==> src/csf_map.vh <==
// register offsets, field positions, reset values for the cpu status flags block
`ifndef CSF_MAP_VH
`define CSF_MAP_VH

// ****************************************
// register offsets (byte addresses)
// ****************************************
`define CSF_OFF_STATUS     12'h000
`define CSF_OFF_CORECFG    12'h004
`define CSF_OFF_IRQCFG     12'h008
`define CSF_OFF_GATE       12'h00c

// ****************************************
// status word, core config and irq config field positions
// ****************************************
`define CSF_BIT_CARRY      0
`define CSF_BIT_ZERO       1
`define CSF_BIT_WRAP       2
`define CSF_BIT_NEG        3
`define CSF_BIT_LOOP       4
`define CSF_IPL_LO         5
`define CSF_IPL_HI         7
`define CSF_BIT_EITHER     8
`define CSF_BIT_ACCB       9
`define CSF_BIT_ACCA       10
`define CSF_BIT_IPL3       3
`define CSF_BIT_NEST_OFF   15

// ****************************************
// reset values and constants
// ****************************************
`define CSF_IPL_RESET      3'h0
`define CSF_IPL_MAX        3'h7
`define CSF_STATUS_RESET   16'h0000

`endif

==> src/csf_cpu_status_flags.v <==
// cpu status flags word: priority level, loop flag, alu flags, apb access
// Notes on behaviour
// - bits 7..5 hold the three-bit priority level, 000 to 111 meaning levels 0 to 7.
// - a three-bit level of 111 blocks all user interrupts.
// - core config bit 3 sits above the field to give an effective level 0 to 15.
// - while core config bit 3 is one, user interrupts are blocked whatever the field holds.
// - while the nesting-off bit (irq config bit 15) is one, data writes to the level field are ignored; interrupt controller loads still apply.
// - bit 4 is one while a single-instruction repeat loop runs, zero otherwise.
// - bit 3 is set by a negative result and cleared by a zero or positive one.
// - bit 2 is set on signed two's-complement overflow and cleared otherwise.
// - bit 1 is cleared by a non-zero result and set by a zero result, and kept otherwise.
// - bit 0 is set by a carry out of the result msb (borrow sense) and cleared otherwise.
// - a data write may set or clear both clip flags directly, or clear both by clearing bit 8.
//
// Local design decisions: the register addresses and the APB interface to the registers.
`include "csf_map.vh"

module csf_cpu_status_flags #(
    parameter ADDR_W = 12
) (
    // clock and reset
    input  wire              clk,
    input  wire              arst_n,
    // apb slave
    input  wire              psel,
    input  wire              penable,
    input  wire              pwrite,
    input  wire [ADDR_W-1:0] paddr,
    input  wire [31:0]       pwdata,
    input  wire [3:0]        pstrb,
    output wire              pready,
    output reg  [31:0]       prdata,
    output wire              pslverr,
    // instruction completion from the execute stage
    input  wire              instDone,
    input  wire              affectNeg,
    input  wire              affectWrap,
    input  wire              affectZero,
    input  wire              affectCarry,
    input  wire              resNeg,
    input  wire              resWrap,
    input  wire              resZero,
    input  wire              resCarry,
    // repeat loop state
    input  wire              loopRunning,
    // accumulator clip events from the dsp unit
    input  wire              accAClipSet,
    input  wire              accBClipSet,
    // level updates from the interrupt controller
    input  wire              iplLoad,
    input  wire [2:0]        iplLoadValue,
    // status outputs
    output wire [15:0]       statusWord,
    output wire [3:0]        effectiveLevel,
    output wire              userIrqBlocked
);

    // ****************************************
    // state
    // ****************************************
    reg  [2:0]  iplQ;
    reg  [2:0]  iplD;
    reg         loopQ;
    reg         negQ;
    reg         negD;
    reg         wrapQ;
    reg         wrapD;
    reg         zeroQ;
    reg         zeroD;
    reg         carryQ;
    reg         carryD;
    reg         accAQ;
    reg         accAD;
    reg         accBQ;
    reg         accBD;
    reg  [15:0] coreCfgQ;
    reg  [15:0] irqCfgQ;
    reg  [15:0] coreCfgD;
    reg  [15:0] irqCfgD;
    reg  [31:0] rdD;

    // ****************************************
    // decode and view nets
    // ****************************************
    wire        wrEn;
    wire        mapped;
    wire        wrStatus;
    wire        wrLo;
    wire        wrHi;
    wire        nestOff;
    wire        wrCoreCfg;
    wire        wrIrqCfg;
    wire        selStatus;
    wire        selCoreCfg;
    wire        selIrqCfg;
    wire        selGate;
    wire        levelIsMax;
    wire        extBitSet;
    wire [7:0]  statusLo;
    wire [7:0]  statusHi;
    wire [31:0] gateWord;

    // ****************************************
    // apb decode
    // ****************************************
    // zero wait states; unmapped addresses answer with an error
    assign selStatus  = (paddr == `CSF_OFF_STATUS);
    assign selCoreCfg = (paddr == `CSF_OFF_CORECFG);
    assign selIrqCfg  = (paddr == `CSF_OFF_IRQCFG);
    assign selGate    = (paddr == `CSF_OFF_GATE);
    assign pready     = 1'b1;
    assign mapped     = selStatus | selCoreCfg | selIrqCfg | selGate;
    assign pslverr    = psel & penable & ~mapped;
    assign wrEn       = psel & penable & pwrite & mapped;
    assign wrStatus   = wrEn & selStatus;
    assign wrCoreCfg  = wrEn & selCoreCfg;
    assign wrIrqCfg   = wrEn & selIrqCfg;
    assign wrLo       = wrStatus & pstrb[0];
    assign wrHi       = wrStatus & pstrb[1];
    assign nestOff    = irqCfgQ[`CSF_BIT_NEST_OFF];

    // ****************************************
    // status word view
    // ****************************************
    assign statusLo       = {iplQ, loopQ, negQ, wrapQ, zeroQ, carryQ};
    assign statusHi       = {5'h00, accAQ, accBQ, accAQ | accBQ};
    assign statusWord     = {statusHi, statusLo};
    assign effectiveLevel = {coreCfgQ[`CSF_BIT_IPL3], iplQ};
    assign levelIsMax     = (iplQ == `CSF_IPL_MAX);
    assign extBitSet      = coreCfgQ[`CSF_BIT_IPL3];
    assign userIrqBlocked = extBitSet | levelIsMax;
    assign gateWord       = {27'h0000000, userIrqBlocked, effectiveLevel};

    // ****************************************
    // level field next state
    // ****************************************
    // the controller's load is applied last so it beats a software store
    always @* begin
        iplD = iplQ;
        if (wrLo && !nestOff) begin
            iplD = pwdata[`CSF_IPL_HI:`CSF_IPL_LO];
        end
        if (iplLoad) begin
            iplD = iplLoadValue;
        end
    end

    // ****************************************
    // clip flags next state
    // ****************************************
    always @* begin
        accAD = accAQ;
        accBD = accBQ;
        if (wrHi) begin
            accAD = pwdata[`CSF_BIT_ACCA];
            accBD = pwdata[`CSF_BIT_ACCB];
            if (!pwdata[`CSF_BIT_EITHER]) begin
                accAD = 1'b0;
                accBD = 1'b0;
            end
        end
        // a racing clip event beats the software clear; bit operations would lose it
        if (accAClipSet) begin
            accAD = 1'b1;
        end
        if (accBClipSet) begin
            accBD = 1'b1;
        end
    end

    // ****************************************
    // alu flags next state
    // ****************************************
    // software stores first, results after so hardware wins the cycle
    always @* begin
        negD   = negQ;
        wrapD  = wrapQ;
        zeroD  = zeroQ;
        carryD = carryQ;
        if (wrLo) begin
            negD   = pwdata[`CSF_BIT_NEG];
            wrapD  = pwdata[`CSF_BIT_WRAP];
            zeroD  = pwdata[`CSF_BIT_ZERO];
            carryD = pwdata[`CSF_BIT_CARRY];
        end
        if (instDone && affectNeg) begin
            negD = resNeg;
        end
        if (instDone && affectWrap) begin
            wrapD = resWrap;
        end
        if (instDone && affectZero) begin
            zeroD = resZero;
        end
        if (instDone && affectCarry) begin
            carryD = resCarry;
        end
    end

    // ****************************************
    // configuration words
    // ****************************************
    // byte lanes are honoured so a half-word store leaves the other half alone
    always @* begin
        coreCfgD = coreCfgQ;
        if (wrCoreCfg && pstrb[0]) begin
            coreCfgD[7:0] = pwdata[7:0];
        end
        if (wrCoreCfg && pstrb[1]) begin
            coreCfgD[15:8] = pwdata[15:8];
        end
    end

    always @* begin
        irqCfgD = irqCfgQ;
        if (wrIrqCfg && pstrb[0]) begin
            irqCfgD[7:0] = pwdata[7:0];
        end
        if (wrIrqCfg && pstrb[1]) begin
            irqCfgD[15:8] = pwdata[15:8];
        end
    end

    // ****************************************
    // registers
    // ****************************************
    // one process per field keeps each reset value beside its flop
    always @(posedge clk or negedge arst_n) begin
        if (!arst_n) begin
            iplQ <= `CSF_IPL_RESET;
        end else begin
            iplQ <= iplD;
        end
    end

    // registered, so the bit lags the loop state by one cycle
    always @(posedge clk or negedge arst_n) begin
        if (!arst_n) begin
            loopQ <= 1'b0;
        end else begin
            loopQ <= loopRunning;
        end
    end

    always @(posedge clk or negedge arst_n) begin
        if (!arst_n) begin
            negQ <= 1'b0;
        end else begin
            negQ <= negD;
        end
    end

    always @(posedge clk or negedge arst_n) begin
        if (!arst_n) begin
            wrapQ <= 1'b0;
        end else begin
            wrapQ <= wrapD;
        end
    end

    always @(posedge clk or negedge arst_n) begin
        if (!arst_n) begin
            zeroQ <= 1'b0;
        end else begin
            zeroQ <= zeroD;
        end
    end

    always @(posedge clk or negedge arst_n) begin
        if (!arst_n) begin
            carryQ <= 1'b0;
        end else begin
            carryQ <= carryD;
        end
    end

    always @(posedge clk or negedge arst_n) begin
        if (!arst_n) begin
            accAQ <= 1'b0;
        end else begin
            accAQ <= accAD;
        end
    end

    always @(posedge clk or negedge arst_n) begin
        if (!arst_n) begin
            accBQ <= 1'b0;
        end else begin
            accBQ <= accBD;
        end
    end

    // core config: only bit 3 is used here, the rest is plain storage
    always @(posedge clk or negedge arst_n) begin
        if (!arst_n) begin
            coreCfgQ <= `CSF_STATUS_RESET;
        end else begin
            coreCfgQ <= coreCfgD;
        end
    end

    // irq config: only bit 15 is used here, the rest is plain storage
    always @(posedge clk or negedge arst_n) begin
        if (!arst_n) begin
            irqCfgQ <= `CSF_STATUS_RESET;
        end else begin
            irqCfgQ <= irqCfgD;
        end
    end

    // ****************************************
    // read data
    // ****************************************
    // the word is captured in the setup cycle so it stands through the access
    always @* begin
        case (paddr)
            `CSF_OFF_STATUS: begin
                rdD = {16'h0000, statusWord};
            end
            `CSF_OFF_CORECFG: begin
                rdD = {16'h0000, coreCfgQ};
            end
            `CSF_OFF_IRQCFG: begin
                rdD = {16'h0000, irqCfgQ};
            end
            `CSF_OFF_GATE: begin
                rdD = gateWord;
            end
            default: begin
                rdD = 32'h00000000;
            end
        endcase
    end

    always @(posedge clk or negedge arst_n) begin
        if (!arst_n) begin
            prdata <= 32'h00000000;
        end else if (psel && !penable && !pwrite) begin
            prdata <= rdD;
        end
    end

endmodule // csf_cpu_status_flags

==> config.mk <==
export PLATFORM = sky130hd
export DESIGN_NAME = csf_cpu_status_flags
export DESIGN_NICKNAME = d
export VERILOG_FILES = /design/src/csf_cpu_status_flags.v
export VERILOG_INCLUDE_DIRS = /design/src /design/src/src
export SDC_FILE = /design/constraint.sdc
export NUM_CORES = 1
export LEC_CHECK = 0
export ABC_CLOCK_PERIOD_IN_PS = 1800
export BUFFER_PORTS_ARGS = -buffer_cell sky130_fd_sc_hd__buf_2
export CAP_MARGIN = 20
export CORE_UTILIZATION = 48
export CTS_CLUSTER_DIAMETER = 200
export CTS_CLUSTER_SIZE = 16
export DETAILED_ROUTE_END_ITERATION = 16
export MAX_ROUTING_LAYER = met4
export PLACE_DENSITY = 0.8
export SETUP_SLACK_MARGIN = 0.02
export SLEW_MARGIN = 20
export SYNTH_ARGS = -nofsm -noshare
export SYNTH_HDL_FRONTEND = slang
export SYNTH_SLANG_ARGS = --single-unit
==> constraint.sdc <==
create_clock -name clk -period 1.8 [get_ports clk]
set_clock_uncertainty 0.1 [all_clocks]
set_input_delay 0.18 -clock clk [delete_from_list [all_inputs] [get_ports clk]]
set_output_delay 0.18 -clock clk [all_outputs]
set_load 0.05 [all_outputs]
=== Word-level counts from Yosys, hierarchy flattened ===
Index checks and enable logic that the tools add are counted.

* Input port bits: 69
* Output and inout bits: 55
* Register bits after elaboration: 74

* Mux-type cells: 17
* Bitwise operators: 15
* Eq/ne operators: 4
* Reductions and logical operators: 22

{| class="wikitable"
|+ Operator list
! operator !! count
|-
| $pmux W16 S4 || 1
|-
| $eq A12 B4 Y1 const B || 2
|-
| $mux W1 || 14
|-
| $reduce_bool A2 Y1 || 7
|-
| $eq A12 B3 Y1 const B || 1
|-
| $logic_not A12 Y1 || 1
|-
| $logic_and A1 B1 Y1 || 11
|-
| $and A1 B1 Y1 || 9
|-
| $mux W3 || 2
|-
| $or A1 B1 Y1 || 5
|-
| $eq A3 B3 Y1 const B || 1
|-
| $logic_not A1 Y1 || 3
|-
| $not A1 Y1 || 1
|}

=== Longest topological paths before layout ===
* Word-level depth: 10
* Mapped depth: 6

=== Worst setup path after synthesis ===
Ideal clock, no wire load.

* Path type: input -> register
* Start: in paddr[5]
* End: reg coreCfgQ[10]
* Path buffers: 1
* Required time: 1575 ps
* Arrival: 2105 ps
* Stages: 5
* Setup slack: -530 ps
* Setup time: 125 ps
* Path through: or4_4 -> or3_4 -> or4_1 -> buf_6 -> mux2_4

* Longest elaborated chain between the ends: 7
* Elaborated cells between the ends (all ways): 10

{| class="wikitable"
|+ RTL lines
! element !! RTL line !! source
|-
| start, declared || csf_cpu_status_flags.v:28 || <nowiki>input wire [ADDR_W-1:0] paddr,</nowiki>
|-
| $eq A12 B3 Y1 / $logic_not A12 Y1 (equally long branches) || n/a ||
|-
| $or A1 B1 Y1 (3 in a row) || csf_cpu_status_flags.v:112 || <nowiki>assign mapped = selStatus | selCoreCfg | selIrqCfg | selGate;</nowiki>
|-
| $and A1 B1 Y1 || csf_cpu_status_flags.v:114 || <nowiki>assign wrEn = psel & penable & pwrite & mapped;</nowiki>
|-
| $and A1 B1 Y1 (*) || csf_cpu_status_flags.v:116 || <nowiki>assign wrCoreCfg = wrEn & selCoreCfg;</nowiki>
|-
| $logic_and A1 B1 Y1 (*) || csf_cpu_status_flags.v:209 || <nowiki>if (wrCoreCfg && pstrb[1]) begin</nowiki>
|-
| end signal, assigned || csf_cpu_status_flags.v:296 || <nowiki>coreCfgQ <= `CSF_STATUS_RESET;</nowiki>
|-
| end signal, assigned || csf_cpu_status_flags.v:298 || <nowiki>coreCfgQ <= coreCfgD;</nowiki>
|-
| end, declared || csf_cpu_status_flags.v:76 || <nowiki>reg [15:0] coreCfgQ;</nowiki>
|}

Mark *: on every way between the ends. The rest lies on a longest branch, timed or not.
A chain may end at the register's enable or synchronous reset.

=== Worst setup path in the final report ===
* Start: in paddr[10]
* End: reg coreCfgQ[0]

* Longest elaborated chain between the ends: 7
* Elaborated cells between the ends (all ways): 10

{| class="wikitable"
|+ RTL lines
! element !! RTL line !! source
|-
| $eq A12 B3 Y1 / $logic_not A12 Y1 (equally long branches) || n/a ||
|-
| $or A1 B1 Y1 (3 in a row) || csf_cpu_status_flags.v:112 ||
|-
| $and A1 B1 Y1 || csf_cpu_status_flags.v:114 ||
|-
| $and A1 B1 Y1 (*) || csf_cpu_status_flags.v:116 ||
|-
| $logic_and A1 B1 Y1 (*) || csf_cpu_status_flags.v:206 || <nowiki>if (wrCoreCfg && pstrb[0]) begin</nowiki>
|}

Marks and branches as above.

==> results.json <==
{
  "status": "finished, violations left",
  "violations": "negative setup slack",
  "maxCapViolCount": 0,
  "io_buffers": 83,
  "setup_ws_ns": -0.168,
  "start_kind": "primary input",
  "p_leak_nw": 2.04,
  "synth_top_family_by_area": "multiplexers",
  "drive_gt1_frac": 0.426,
  "hp-class": "in -> reg",
  "vias": 2481,
  "synth.distinct_cells": 38,
  "critPathRequiredTime_ns": 1.92,
  "place.detailed.hpwl_mm": 5.24,
  "top_layer_used": "met4",
  "async_flop_share": 1.00,
  "cts_sinks": 58,
  "initial_core_util": 0.508,
  "crit_type": "in -> reg",
  "yosysSeqAreaShare": 0.474,
  "clk_pin_slew_worst_paths_ns": 0.06,
  "synth.most_common_cell": "dfrtp_1",
  "drt_wl_total_mm": 7.40,
  "boundaryPins": 124,
  "wl_per_cell_um": 15.7,
  "numCtsBuffers": 9,
  "dr.pass1.iters": 4,
  "core-area_sq_um": 6030,
  "antenna_found_initial": 0,
  "die_y_um": 81.8,
  "hold_viol_final": 0,
  "drtIter0Drc": 116,
  "ys_warn_count": 0,
  "ant_nets": 0,
  "synthCells": 282,
  "gr-total-overflow": 0,
  "synthTopCellsByArea": "dfrtp_1 (47%), buf_4 (8.1%), mux2_4 (7.9%)",
  "synth_adder_area_share": 0,
  "grt_pass1_vias": 2439,
  "cts_max_path_buffers": 2,
  "finalSetupTns_ns": -3.55,
  "yosys.area_share.simple": 0.140,
  "end_kind": "flip-flop",
  "die_area_sq_um": 6700,
  "grt_pass1_wl_mm": 11.6,
  "cts_tree": "yes",
  "synth_common_cells": "dfrtp_1 (58), buf_4 (33), nand2_1 (23)",
  "cts_root_buf": "clkbuf_8",
  "rows": 28,
  "diodes": 0,
  "syn-cell-area_sq_um": 3060,
  "synth_compound_area_frac": 0.105,
  "setup_violations": 33,
  "avgSynthCellArea_sq_um": 10.8,
  "gp_congestion": 0.869,
  "synth_ff_type": "dfrtp_1",
  "die_w_um": 81.8,
  "syn_to_final_growth_pct": 28.8,
  "power_mw": 2.96,
  "viasPerCell": 5.26,
  "yosys.area_share.xor_xnor": 0,
  "period_share": 1.09,
  "insertion_delay_ns": 0.34,
  "drc": 0,
  "crit_path_max_fanout": 8,
  "grt_max_degree": 59,
  "synth_top_cell_by_area": "dfrtp_1",
  "synth_edf_count": 0,
  "fmax_mhz": 508,
  "maxSlewViolCount": 0,
  "vdd_ir_drop_max_mv": 0.485,
  "synth_mux_area_frac": 0.180,
  "crit_arrival_ns": 2.09,
  "wl_met3_um": 351,
  "cts.htree.levels": 3,
  "m1WireLength_mm": 3.30,
  "cellPowerDensity_nw_per_um2": 752,
  "grt_setup_unrepaired": "true",
  "synth_top_area_frac": 0.474,
  "ys_ff_latch": 58,
  "wl_met2_mm": 3.61,
  "period_minus_slack_ns": 1.97,
  "fin_nets": 461,
  "grt.total_usage": 0.246
}
## final timing paths
check	from	endpoint	slack (ns)	cells past startpoint
min in group asynchronous	arst_n	zeroQ	0.29	3
max	paddr[10]	coreCfgQ[0]	-0.17	5
min reg2reg	prdata[3]	prdata[3]	0.37	2
max in group asynchronous	arst_n	accAQ	1.05	3
max reg2reg	coreCfgQ[4]	prdata[4]	0.43	3
min	affectZero	zeroQ	0.01	3
## cell families after synthesis
logic type / count (synthesis)
AND/OR/NAND/NOR: 80
other: 2
buffers and inverters: 43
flip-flops: 58
AO/OA/AOI/OAI: 54
multiplexers: 45
## final cells by class
type / instances / area (sq um)
Clock inverter: 2 / 10.0
Fill cell: 462 / 2090
Sequential cell: 58 / 1450
Timing Repair Buffer: 122 / 793
Multi-Input combinational cell: 201 / 1420
Clock buffer: 14 / 173
Tap cell: 75 / 93.8
## flip-flops by register name, indices dropped and copies added, names as in the netlist
name and cells:
negQ 1, prdata 16, iplQ 3, irqCfgQ 16, coreCfgQ 16, accAQ 1, carryQ 1, accBQ 1
wrapQ 1, loopQ 1, zeroQ 1
## cell usage in the layout, fill, tap and decap left out, drive strengths merged, types with 6 or more instances in the layout
cell type,synthesis,final
dlygate4sd3,0,14
nor2,21,21
a21oi,20,20
mux2i,13,13
nor2b,6,6
conb,2,22
dfrtp,58,58
o21ai,17,17
nand2,23,23
mux2,32,32
clkbuf,7,14
buf,36,108
## critical path, stage by stage
cell,delay (ns)
buf_6,0.09
or4_4,0.53
or3_4,0.40
or4_4,0.54
mux2_4,0.34
## power breakdown
group	switching [mW]	total [mW]	leakage, nW	internal (mW)
Clock	0.497	1.11	0.0965	0.609
Combinational	0.356	0.509	1.17	0.153
Sequential	0.0241	1.35	0.777	1.32
## per-layer routing
layer | vias to the layer above | global-route usage
met3 | 13 | 0.0533
met1 | 1207 | 0.303
met5 | - | -
met4 | 0 | 0.123
li1 | 1170 | -
met2 | 91 | 0.380
## stage by stage
stage	hold WS, ns	setup WS (ns)	utilization	instance area (sq um)	cells
after floorplan	-0.216	-0.413	-	3160	302
after global placement	0.0990	-0.491	0.584	3520	438
after detailed placement	0.102	-0.519	0.584	3520	438
after CTS	0.00534	-0.152	0.643	3870	469
after global routing	0.0159	-0.183	0.654	3940	472
final	0.0112	-0.168	0.654	3940	472
## what timing repair did
item,CTS,global route
hold endpoints to repair,74,0
setup buffers,1,3
hold buffers,14,0
gates cloned,0,0
pin swaps,1,4
resized for setup,7,9
endpoints found under the setup margin,26,29
(Power assumes the default switching activity.)
